File: src/common/cc_cfg_pkg.sv
package cc_cfg_pkg;
    // Register indices on the serial port
    localparam logic [7:0] REG_STAT_DUTY = 8'h09;
    localparam logic [7:0] REG_CC_CTRL = 8'h0a;
    localparam logic [7:0] REG_TERM_OVR = 8'h45;
    // Field positions
    localparam int ACC_OFF_BIT = 0;
    localparam int DEB_LSB = 6;
    localparam int MODE_LSB = 4;
    localparam int SRST_BIT = 3;
    localparam int PREF_LSB = 1;
    localparam int TERM_OFF_BIT = 0;
    localparam int PULLS_OFF_BIT = 2;
    localparam int RSV45_LSB = 0;
    // Reset values
    localparam logic ACC_OFF_RST = 1'b0;
    localparam logic [1:0] DEB_RST = 2'h0;
    localparam logic [1:0] MODE_RST = 2'h0;
    localparam logic [1:0] PREF_RST = 2'h0;
    localparam logic TERM_OFF_RST = 1'b0;
    localparam logic PULLS_OFF_RST = 1'b0;
    localparam logic [1:0] RSV45_RST = 2'h0;
    localparam logic [7:0] PTR_RST = 8'h00;
    // Role codes, shared by the override field and the role output
    localparam logic [1:0] ROLE_PIN = 2'h0;
    localparam logic [1:0] ROLE_SNK = 2'h1;
    localparam logic [1:0] ROLE_SRC = 2'h2;
    localparam logic [1:0] ROLE_DRP = 2'h3;
    localparam logic [1:0] PREF_TRY_SNK = 2'h1;
    // Serial addresses for the two strap levels
    localparam logic [6:0] DEV_ADDR_LO = 7'h47;
    localparam logic [6:0] DEV_ADDR_HI = 7'h67;
    // Timing
    localparam int CLK_PERIOD_NS = 10;
    localparam int NS_PER_MS = 1000000;
    localparam int DEB00_MS = 168;
    localparam int DEB01_MS = 118;
    localparam int DEB10_MS = 134;
    localparam int DEB11_MS = 152;
    localparam int DEB_W = 25;
    localparam int SRST_CYC = 4;
    localparam logic [2:0] SRST_LOAD = 3'(SRST_CYC - 1);
endpackage

File: src/core/typec_cc_config_registers.sv
`timescale 1ns/1ps
module typec_cc_config_registers #(
    parameter int unsigned DEB_CYC_00 = cc_cfg_pkg::DEB00_MS
        * (cc_cfg_pkg::NS_PER_MS / cc_cfg_pkg::CLK_PERIOD_NS),
    parameter int unsigned DEB_CYC_01 = cc_cfg_pkg::DEB01_MS
        * (cc_cfg_pkg::NS_PER_MS / cc_cfg_pkg::CLK_PERIOD_NS),
    parameter int unsigned DEB_CYC_10 = cc_cfg_pkg::DEB10_MS
        * (cc_cfg_pkg::NS_PER_MS / cc_cfg_pkg::CLK_PERIOD_NS),
    parameter int unsigned DEB_CYC_11 = cc_cfg_pkg::DEB11_MS
        * (cc_cfg_pkg::NS_PER_MS / cc_cfg_pkg::CLK_PERIOD_NS),
    parameter logic [1:0] RSV45_INIT = cc_cfg_pkg::RSV45_RST
) (
    input wire logic CLK, // System clock
    input wire logic RST_N, // Async reset, active low
    input wire logic CE, // Clock enable
    input wire logic SCL_I, // Serial clock level
    input wire logic SDA_I, // Serial data level
    output logic SDA_OE_N, // Pull data low when 0
    output logic SDA_O, // Data drive value, always 0
    input wire logic ADDR_HI, // Address pin sensed high
    input wire logic ADDR_LO, // Address pin sensed low
    input wire logic PORT_HI, // Port pin sensed high
    input wire logic PORT_LO, // Port pin sensed low
    input wire logic CC_UNATTACHED, // CC machine is unattached
    input wire logic [6:0] STATUS_IN, // Status bits 7:1 of status_and_duty_config
    output logic I2C_MODE, // Serial control mode
    output logic [1:0] ROLE_MODE, // 01 sink, 10 source, 11 dual
    output logic ROLE_LOAD, // Pulse: restart CC machine in role
    output logic TRY_SNK, // Dual-role Try.SNK active
    output logic SINK_ACC_OFF, // Sink accessory support off
    output logic [24:0] DEBOUNCE_CYCLES, // CC filter length
    output logic TERM_OFF, // Terminations off, CC machine disabled
    output logic PULLS_OFF, // Pull-down and pull-up off
    output logic SOFT_RST // Reset to CC logic and status
);
    function automatic logic [24:0] deb_cycles(input logic [1:0] code);
        case (code)
            2'h0: deb_cycles = 25'(DEB_CYC_00);
            2'h1: deb_cycles = 25'(DEB_CYC_01);
            2'h2: deb_cycles = 25'(DEB_CYC_10);
            default: deb_cycles = 25'(DEB_CYC_11);
        endcase
    endfunction

    logic sink_acc_off_reg, term_off_reg, pulls_off_reg, srst_reg;
    logic [1:0] deb_reg, mode_reg, pref_reg, rsv45_reg, role_reg;
    logic [2:0] srst_cnt_reg;
    logic [7:0] wr_ptr_reg, rd_ptr_reg, rd_data_reg, rd_data_next;
    logic [24:0] deb_cyc_reg;
    logic [1:0] role_next;
    logic wr_stb, wr_first, rd_take;
    logic [7:0] wr_byte;

    wire i2c_mode = ADDR_HI ^ ADDR_LO;
    wire [6:0] dev_addr = ADDR_HI ? cc_cfg_pkg::DEV_ADDR_HI
        : cc_cfg_pkg::DEV_ADDR_LO;
    wire data_wr = wr_stb & ~wr_first;
    wire wr_09 = data_wr & (wr_ptr_reg == cc_cfg_pkg::REG_STAT_DUTY);
    wire wr_0a = data_wr & (wr_ptr_reg == cc_cfg_pkg::REG_CC_CTRL);
    wire wr_45 = data_wr & (wr_ptr_reg == cc_cfg_pkg::REG_TERM_OVR);
    wire srst_set = wr_0a & wr_byte[cc_cfg_pkg::SRST_BIT];
    wire mode_wr = wr_0a & CC_UNATTACHED;
    wire [1:0] pin_role = PORT_HI ? cc_cfg_pkg::ROLE_SRC
        : PORT_LO ? cc_cfg_pkg::ROLE_SNK : cc_cfg_pkg::ROLE_DRP;
    wire use_override = i2c_mode & (mode_reg != cc_cfg_pkg::ROLE_PIN);

    assign role_next = use_override ? mode_reg : pin_role;
    assign SDA_O = 1'b0;
    assign I2C_MODE = i2c_mode;
    assign ROLE_MODE = role_reg;
    assign SINK_ACC_OFF = sink_acc_off_reg;
    assign DEBOUNCE_CYCLES = deb_cyc_reg;
    assign TERM_OFF = term_off_reg;
    assign PULLS_OFF = pulls_off_reg;
    assign SOFT_RST = srst_reg;

    always_comb begin
        case (rd_ptr_reg)
            cc_cfg_pkg::REG_STAT_DUTY: rd_data_next = {STATUS_IN, sink_acc_off_reg};
            cc_cfg_pkg::REG_CC_CTRL: rd_data_next = {deb_reg, mode_reg, srst_reg,
                pref_reg, term_off_reg};
            cc_cfg_pkg::REG_TERM_OVR: rd_data_next = {5'h00, pulls_off_reg, rsv45_reg};
            default: rd_data_next = 8'h00;
        endcase
    end

    i2c_reg_port port_u (
        .clk(CLK),
        .rst_n(RST_N),
        .ce(CE),
        .scl(SCL_I),
        .sda(SDA_I),
        .enable(i2c_mode),
        .busy(srst_reg),
        .dev_addr(dev_addr),
        .rd_data(rd_data_reg),
        .sda_oe_n(SDA_OE_N),
        .wr_stb(wr_stb),
        .wr_first(wr_first),
        .wr_byte(wr_byte),
        .rd_take(rd_take)
    );

    // Index byte sets both pointers; data and reads step their own
    always_ff @(posedge CLK or negedge RST_N) begin
        if (!RST_N) begin
            wr_ptr_reg <= cc_cfg_pkg::PTR_RST;
            rd_ptr_reg <= cc_cfg_pkg::PTR_RST;
            rd_data_reg <= 8'h00;
        end else if (CE) begin
            rd_data_reg <= rd_data_next;
            if (wr_stb && wr_first) begin
                wr_ptr_reg <= wr_byte;
                rd_ptr_reg <= wr_byte;
            end else if (data_wr) begin
                wr_ptr_reg <= wr_ptr_reg + 8'h01;
            end else if (rd_take) begin
                rd_ptr_reg <= rd_ptr_reg + 8'h01;
            end
        end
    end

    always_ff @(posedge CLK or negedge RST_N) begin
        if (!RST_N) begin
            sink_acc_off_reg <= cc_cfg_pkg::ACC_OFF_RST;
            deb_reg <= cc_cfg_pkg::DEB_RST;
            mode_reg <= cc_cfg_pkg::MODE_RST;
            pref_reg <= cc_cfg_pkg::PREF_RST;
            term_off_reg <= cc_cfg_pkg::TERM_OFF_RST;
            pulls_off_reg <= cc_cfg_pkg::PULLS_OFF_RST;
            rsv45_reg <= RSV45_INIT;
        end else if (CE) begin
            if (wr_09) begin
                sink_acc_off_reg <= wr_byte[cc_cfg_pkg::ACC_OFF_BIT];
            end
            if (wr_0a) begin
                deb_reg <= wr_byte[cc_cfg_pkg::DEB_LSB +: 2];
                pref_reg <= wr_byte[cc_cfg_pkg::PREF_LSB +: 2];
                term_off_reg <= wr_byte[cc_cfg_pkg::TERM_OFF_BIT];
            end
            if (mode_wr) begin
                mode_reg <= wr_byte[cc_cfg_pkg::MODE_LSB +: 2];
            end
            if (wr_45) begin
                pulls_off_reg <= wr_byte[cc_cfg_pkg::PULLS_OFF_BIT];
                rsv45_reg <= wr_byte[cc_cfg_pkg::RSV45_LSB +: 2];
            end
        end
    end

    // Soft reset pulse; a new request reloads the count
    always_ff @(posedge CLK or negedge RST_N) begin
        if (!RST_N) begin
            srst_reg <= 1'b0;
            srst_cnt_reg <= 3'h0;
        end else if (CE) begin
            if (srst_set) begin
                srst_reg <= 1'b1;
                srst_cnt_reg <= cc_cfg_pkg::SRST_LOAD;
            end else if (srst_reg && srst_cnt_reg == 3'h0) begin
                srst_reg <= 1'b0;
            end else if (srst_reg) begin
                srst_cnt_reg <= srst_cnt_reg - 3'h1;
            end
        end
    end

    // Role restarts the CC machine whenever it changes
    always_ff @(posedge CLK or negedge RST_N) begin
        if (!RST_N) begin
            role_reg <= cc_cfg_pkg::ROLE_DRP;
            ROLE_LOAD <= 1'b0;
            TRY_SNK <= 1'b0;
            deb_cyc_reg <= 25'h0000000;
        end else if (CE) begin
            role_reg <= role_next;
            ROLE_LOAD <= (role_next != role_reg) | srst_set;
            TRY_SNK <= (role_next == cc_cfg_pkg::ROLE_DRP)
                & (pref_reg == cc_cfg_pkg::PREF_TRY_SNK);
            deb_cyc_reg <= deb_cycles(deb_reg);
        end
    end
endmodule // typec_cc_config_registers

File: src/core/i2c_reg_port.sv
`timescale 1ns/1ps
module i2c_reg_port (
    input wire logic clk, // System clock
    input wire logic rst_n, // Async reset, active low
    input wire logic ce, // Clock enable
    input wire logic scl, // Serial clock level
    input wire logic sda, // Serial data level
    input wire logic enable, // Serial control mode active
    input wire logic busy, // Refuse new transactions
    input wire logic [6:0] dev_addr, // Own 7-bit address
    input wire logic [7:0] rd_data, // Byte to send next
    output logic sda_oe_n, // Data pulled low when 0
    output logic wr_stb, // Received byte pulse
    output logic wr_first, // Received byte is the index
    output logic [7:0] wr_byte, // Received byte
    output logic rd_take // Read byte loaded pulse
);
    typedef enum logic [2:0] {
        S_IDLE = 3'b000,
        S_ADDR = 3'b001,
        S_AACK = 3'b010,
        S_WBYTE = 3'b011,
        S_WACK = 3'b100,
        S_RBYTE = 3'b101,
        S_RACK = 3'b110
    } bus_state_e;

    bus_state_e state_reg, state_next;
    logic scl_reg, sda_reg;
    logic [3:0] cnt_reg, cnt_next;
    logic [7:0] sh_reg, sh_next;
    logic rw_reg, rw_next, first_reg, first_next, mack_reg, mack_next;

    wire start_cond = scl_reg & scl & sda_reg & ~sda;
    wire stop_cond = scl_reg & scl & ~sda_reg & sda;
    wire rise = ~scl_reg & scl;
    wire fall = scl_reg & ~scl;
    wire full = cnt_reg == 4'd8;
    // Busy keeps the address unacknowledged during soft reset
    wire addr_hit = enable & ~busy & (sh_reg[7:1] == dev_addr);
    wire drive = (state_reg == S_AACK) | (state_reg == S_WACK)
        | ((state_reg == S_RBYTE) & ~sh_reg[7]);

    assign sda_oe_n = ~drive;
    assign wr_byte = sh_reg;

    always_comb begin
        state_next = state_reg;
        cnt_next = cnt_reg;
        sh_next = sh_reg;
        rw_next = rw_reg;
        first_next = first_reg;
        mack_next = mack_reg;
        wr_stb = 1'b0;
        wr_first = 1'b0;
        rd_take = 1'b0;
        case (state_reg)
            S_IDLE: begin
            end
            S_ADDR, S_WBYTE: begin
                if (rise) begin
                    sh_next = {sh_reg[6:0], sda};
                    cnt_next = cnt_reg + 4'd1;
                end
                if (fall && full && state_reg == S_ADDR) begin
                    state_next = addr_hit ? S_AACK : S_IDLE;
                    rw_next = sh_reg[0];
                end
                if (fall && full && state_reg == S_WBYTE) begin
                    state_next = S_WACK;
                    wr_stb = 1'b1;
                    wr_first = first_reg;
                    first_next = 1'b0;
                end
            end
            S_AACK: begin
                if (fall) begin
                    cnt_next = 4'd0;
                    first_next = 1'b1;
                    if (rw_reg) begin
                        state_next = S_RBYTE;
                        sh_next = rd_data;
                        rd_take = 1'b1;
                    end else begin
                        state_next = S_WBYTE;
                    end
                end
            end
            S_WACK: begin
                if (fall) begin
                    state_next = S_WBYTE;
                    cnt_next = 4'd0;
                end
            end
            S_RBYTE: begin
                if (fall && cnt_reg == 4'd7) begin
                    state_next = S_RACK;
                    cnt_next = 4'd0;
                end else if (fall) begin
                    sh_next = {sh_reg[6:0], 1'b0};
                    cnt_next = cnt_reg + 4'd1;
                end
            end
            S_RACK: begin
                if (rise) begin
                    mack_next = ~sda;
                end
                if (fall && mack_reg) begin
                    state_next = S_RBYTE;
                    sh_next = rd_data;
                    rd_take = 1'b1;
                end else if (fall) begin
                    state_next = S_IDLE;
                end
            end
            default: begin
                state_next = S_IDLE;
            end
        endcase
        if (start_cond) begin
            state_next = S_ADDR;
            cnt_next = 4'd0;
        end else if (stop_cond) begin
            state_next = S_IDLE;
        end
    end

    always_ff @(posedge clk or negedge rst_n) begin
        if (!rst_n) begin
            state_reg <= S_IDLE;
            scl_reg <= 1'b1;
            sda_reg <= 1'b1;
            cnt_reg <= 4'd0;
            sh_reg <= 8'h00;
            rw_reg <= 1'b0;
            first_reg <= 1'b0;
            mack_reg <= 1'b0;
        end else if (ce) begin
            state_reg <= state_next;
            scl_reg <= scl;
            sda_reg <= sda;
            cnt_reg <= cnt_next;
            sh_reg <= sh_next;
            rw_reg <= rw_next;
            first_reg <= first_next;
            mack_reg <= mack_next;
        end
    end
endmodule // i2c_reg_port

File: config.mk
export PLATFORM = sky130hd
export DESIGN_NAME = typec_cc_config_registers
export DESIGN_NICKNAME = d
export VERILOG_FILES = /design/src/common/cc_cfg_pkg.sv /design/src/core/typec_cc_config_registers.sv /design/src/core/i2c_reg_port.sv
export SDC_FILE = /design/constraint.sdc
export NUM_CORES = 1
export LEC_CHECK = 0
export BUFFER_PORTS_ARGS = -buffer_cell sky130_fd_sc_hd__buf_4
export CORE_MARGIN = 3
export CORE_UTILIZATION = 45
export CTS_CLUSTER_SIZE = 14
export DETAILED_ROUTE_END_ITERATION = 10
export SLEW_MARGIN = 5
export SYNTH_ARGS = -nofsm -noshare
export SYNTH_HDL_FRONTEND = slang
export SYNTH_SLANG_ARGS = --single-unit
File: constraint.sdc
create_clock -name CLK -period 3.7 [get_ports CLK]
set_input_delay 0.185 -clock CLK [delete_from_list [all_inputs] [get_ports CLK]]
set_output_delay 0.185 -clock CLK [all_outputs]
set_load 0.05 [all_outputs]
* After elaboration in Yosys (flattened, before gate mapping)
Index checks and enable logic that the tools add are counted.
** Storage, ports and cells
- Bits in registers :: 88
- Bits of input ports :: 17
** Operators by class
- Reduce and logical (&&, ||, !) cells :: 34
- Muxes and demuxes :: 52
- Eq/ne operators :: 38
- Bitwise operators :: 30
- $add $sub $neg :: 4
** Operators with widths (count)
- $mux W8 :: 11
- $pmux W25 S3 :: 1
- $mux W3 :: 13
- $eq A8 B4 Y1 const B :: 4
- $pmux W8 S4 :: 1
- $pmux W8 S3 :: 1
- $mux W4 :: 5
- $and A1 B1 Y1 :: 18
- $pmux W3 S6 :: 1
- $add A8 B1 Y8 const B :: 2
- $eq A8 B7 Y1 const B :: 2
- $ne A2 B1 Y1 const B :: 7
- $pmux W4 S3 :: 1
- $reduce_and A2 Y1 :: 6
- $reduce_and A3 Y1 :: 4
- $reduce_bool A2 Y1 :: 6
- $mux W1 :: 11
- $ne A5 B1 Y1 const B :: 2
- $eq A3 B3 Y1 const B :: 3
- $ne A3 B1 Y1 const B :: 3
- $mux W2 :: 4
- $ne A4 B1 Y1 const B :: 2
- $ne A4 B2 Y1 const B :: 2
- $not A1 Y1 :: 8
- 24 further kinds :: 40

* Depth between registers and ports, before layout
- Word-level depth :: 12
- Gate-level depth with buffers :: 8
- Gate-level depth less buffers :: 7

* Hierarchy
A second synthesis with hierarchy kept.
** Second synthesis, totals
- Cells, all modules :: 475
- Area, all modules :: 4483.0 um^2
** Modules (own cells, without submodules)
- typec_cc_config_registers :: area an instance 3005.4 um^2, cells each 314, times used 1, sequential area each 1378.8 um^2
- i2c_reg_port :: area an instance 1477.7 um^2, cells each 161, times used 1, sequential area each 503.0 um^2

* Worst setup path before layout
OpenSTA, ideal clock, no wires.
- Path type :: reg-to-reg
- Start :: reg port_u.cnt_reg[0]
- End :: reg mode_reg[0]
- Cell stages (with the launch flop) :: 9
- Setup time :: 125 ps
- Setup slack :: 1849 ps
- Period minus slack after synthesis :: 1851 ps
- Arrival :: 1726 ps
- Cell sequence :: dfrtp_1 -> inv_1 -> ha_1 -> nand3b_1 -> nor3_4 -> and2_1 -> buf_6 -> nand2_4 -> mux2_4
** Between the ends
- Word-level cells in the longest chain between the ends :: 10
- Elaborated cells on any way between the ends :: 12
** Ends and longest elaborated chain
- start: declaration :: line i2c_reg_port.sv:30 : logic [3:0] cnt_reg, cnt_next;
- start signal: assignment :: line i2c_reg_port.sv:142 : cnt_reg <= cnt_next;
- $eq A4 B4 Y1 * :: line i2c_reg_port.sv:38 : wire full = cnt_reg == 4'd8;
- $logic_and A1 B1 Y1 * (2 in series) :: line i2c_reg_port.sv:69 : if (fall && full && state_reg == S_WBYTE) begin
- $mux W1 :: line i2c_reg_port.sv:69
- $mux W1 :: line i2c_reg_port.sv:57 : case (state_reg)
- $not A1 Y1 :: line typec_cc_config_registers.sv:57 : wire data_wr = wr_stb & ~wr_first;
- $and A1 B1 Y1 * :: line typec_cc_config_registers.sv:57
- $and A1 B1 Y1 * :: line typec_cc_config_registers.sv:59 : wire wr_0a = data_wr & (wr_ptr_reg == cc_cfg_pkg::REG_CC_CTRL);
- $and A1 B1 Y1 * :: line typec_cc_config_registers.sv:62 : wire mode_wr = wr_0a & CC_UNATTACHED;
- $reduce_and A2 Y1 (no line) *
- end signal: assignment :: line typec_cc_config_registers.sv:127 : mode_reg <= cc_cfg_pkg::MODE_RST;
- end signal: assignment :: line typec_cc_config_registers.sv:142 : mode_reg <= wr_byte[cc_cfg_pkg::MODE_LSB +: 2];
- end: declaration :: line typec_cc_config_registers.sv:46 : logic [1:0] deb_reg, mode_reg, pref_reg, rsv45_reg, role_reg;
Mark *: on every way between the ends. The rest lies on a longest branch, timed or not.
A chain may end at the register's enable or synchronous reset.

* Final worst setup path
- Start :: reg port_u.state_reg[0]
- End :: out SDA_OE_N
** Between the ends
- Word-level cells in the longest chain between the ends :: 4
- Elaborated cells on any way between the ends :: 7
** Ends and longest elaborated chain
- start: declaration :: line i2c_reg_port.sv:28 : bus_state_e state_reg, state_next;
- start signal: assignment :: line i2c_reg_port.sv:139 : state_reg <= state_next;
- $eq A3 B2 Y1 (tied with other cells) :: line i2c_reg_port.sv:41 : wire drive = (state_reg == S_AACK) | (state_reg == S_WACK)
- $or A1 B1 Y1 or $and A1 B1 Y1 (tied branches) :: line i2c_reg_port.sv:41, i2c_reg_port.sv:42
- $or A1 B1 Y1 * :: line i2c_reg_port.sv:42 : | ((state_reg == S_RBYTE) & ~sh_reg[7]);
- $not A1 Y1 * :: line i2c_reg_port.sv:44 : assign sda_oe_n = ~drive;
- end: declaration :: line typec_cc_config_registers.sv:18 : output logic SDA_OE_N,
Marked as above.

==> results.cfg <==
[worst_setup_path]
slowest_stage = dfrtp_1
r2r-start = port_u.state_reg[0]
critPathTopFamily = simple AND/OR/NAND/NOR gates
required_ns = 3.51
reg2reg_slack_ns = 1.35
cp_max_fo = 24
crit_buf_inv = 1
ff2ff_path_depth = 5
cp-end-kind = primary output
crit_type = flip-flop to primary output
arrival_ns = 2.23
crit_path_frequent_cell = nor2_1
path_cells = nand2b_1 > nor2_1 > nor2_1 > buf_4
crit_path_start_kind = flip-flop
reg2reg_to = mode_reg[1]
slowest_delay_ns = 0.79

[synth]
avgSynthCellArea_um2 = 9.505
synth_area_mm2 = 0.004715
synth_common_cells = dfrtp_1, nor2_1, a21oi_1, o21ai_0, inv_1
yosysSeqAreaShare = 0.3992
synth_cell_types = 76
async_flop_share = 1.000
yosysMostFrequentCell = dfrtp_1
synth-edff-count = 0
synthesis.instances = 496
yosysWarningCount = 0
netlist_top_cells_area = dfrtp_1, ha_1, mux2_2
synth_flop_cell = dfrtp_1
yosysTopAreaCell = dfrtp_1
netlist.area_leader.share = 0.3769
synth-seq-cells = 75

[clocking]
cts-root-buf = clkbuf_8
cts.hold.buffers_added = 0
clk_pin_slew_ns = 0.08
clockBufferDepth = 2
cts_tree = yes
postCtsSetupBuffers = 0
clock_latency_ns = 0.36
cts.sinks = 75
ctsResizeCount = 0
cts_buffers = 9
htreeDepth = 3

[floorplan]
die_area_mm2 = 0.01174
fp-row-count = 36
start_util = 0.4715
dieHeight_um = 108.4
ios = 53
coreArea_mm2 = 0.01000
die_w_um = 108.4

[routing]
vias = 3781
firstDrtPassIters = 5
routed-wl-met3_um = 420
wl_met1_mm = 5.438
highest_layer = met4
wl_met2_mm = 5.648
ant_nets = 0
drc = 0
drt_wl_total_mm = 11.59
viasPerCell = 5.746
dr.first_iter.drc_count = 262
wl_per_cell_um = 17.61

[finish]
diodes = 0
drive_gt1_frac = 0.2133
post-route-util = 0.5241
nets = 554
syn_to_final_growth_pct = 11.17
largest_reg_flops = 12

[timing]
max_freq_ghz = 0.4147
tns_ns = 0
hold_violations = 37
whs_ns = -0.03424
maxSlewViolCount = 0
setup_ws_ns = 1.289
timing.final.crit_share = 0.6517
max-slew-margin-rel = 0.3594
finalSetupViolations = 0
worst_pin_slew_ns = 0.9610
final.min_clock_period_ns = 2.411
finClkSkew_ns = 0.009969
rsz0062_at_grt = false

[global_route]
grt_overflow_total = 0
grt_pass1_vias = 3595
grt_antenna_before_repair = 0
grt_max_degree = 76
grtUsageTotal = 0.2056
grt_pass1_wl_mm = 18.90

[pwr]
power.leakage_uw = 0.002286
p_int_uw = 1775
seqPwrFrac = 0.405
clockPowerShare = 0.246
switchingPower_uw = 1194
cellPowerDensity_mw_per_mm2 = 566.6
combinationalPowerShare = 0.349
max-vdd-ir-drop_v = 0.0003175
p_sw_frac = 0.4022

[outcome]
violations = negative hold slack
status = complete, but fails checks

[job]
cap_viol_max_count = 0

[placement]
gp_congestion = 0.8985
dpl.hpwl_mm = 8.082
portBuffers = 45
post-place-ws_ns = 1.395

[min_path]
min_path_type = input port to async pin
==> power by group through the flow <==
stage	combinational (uW)	clock, uW	sequential [uW]
CTS	1040	754	1200
global route	1150	790	1230
global placement	1020	0	1200
floorplan	922	0	1070
finish	1040	731	1200
detailed placement	1030	0	1210
==> how the worst max path moves through the flow <==
| stage | from | to | slack (ns) | cells past startpoint |
|---|---|---|---|---|
| finish | port_u.state_reg[0] | SDA_OE_N | 1.29 | 4 |
| global route | port_u.state_reg[0] | SDA_OE_N | 1.17 | 4 |
| CTS | port_u.state_reg[0] | SDA_OE_N | 1.32 | 4 |
| detailed placement | port_u.state_reg[0] | mode_reg[1] | 1.40 | 5 |
| global placement | port_u.state_reg[0] | mode_reg[0] | 1.45 | 5 |
| floorplan | port_u.cnt_reg[0] | mode_reg[0] | 1.85 | 8 |
==> logic make-up after synthesis <==
| logic type | count (synthesis) | synth area share |
|---|---|---|
| AO/OA/AOI/OAI | 138 | 0.1876 |
| flip-flops | 75 | 0.3991 |
| AND/OR/NAND/NOR | 156 | 0.1967 |
| adder cells (fa/ha/maj) | 17 | 0.04512 |
| buffers and inverters | 70 | 0.07484 |
| other | 1 | 0.0007954 |
| XOR/XNOR | 4 | 0.007432 |
| multiplexers | 35 | 0.08838 |
==> through the flow <==
step                std cells  hold slack [ns]  total power (uW)  instance area [um^2]
floorplan                 502          -0.1106              1994                  4737
global placement          642           0.4036              2219                  5016
detailed placement        642           0.4081              2245                  5016
CTS                       658          0.02042              2986                  5241
global route              658          0.04895              3170                  5241
finish                    658         -0.03424              2970                  5241
==> final cells by class <==
class,count,area (um^2)
sequential,75,1882
inverter,30,112.6
multi-input combinational,357,2502
clock buffer,11,141.4
timing repair buffer,47,352.8
clock inverter,5,83.83
tap,133,166.4
fill,948,4758
==> cells in the final DEF (no fill, tap or decap), types with 10 or more instances in the layout <==
| cell | instances |
|---|---|
| a21oi_1 | 32 |
| buf_4 | 47 |
| clkbuf_8 | 10 |
| dfrtp_1 | 71 |
| ha_1 | 17 |
| inv_1 | 30 |
| mux2_2 | 17 |
| nand2_1 | 27 |
| nand2b_1 | 10 |
| nand3_1 | 12 |
| nor2_1 | 37 |
| o21ai_0 | 31 |
==> metal layers <==
layer / GRT usage / vias to the layer above
met4: 0.05591 / 0
met2: 0.3255 / 73
li1: - / 1825
met5: 0 / -
met3: 0.03821 / 7
met1: 0.2899 / 1876
Note: power is estimated with default switching activity, not from simulation.
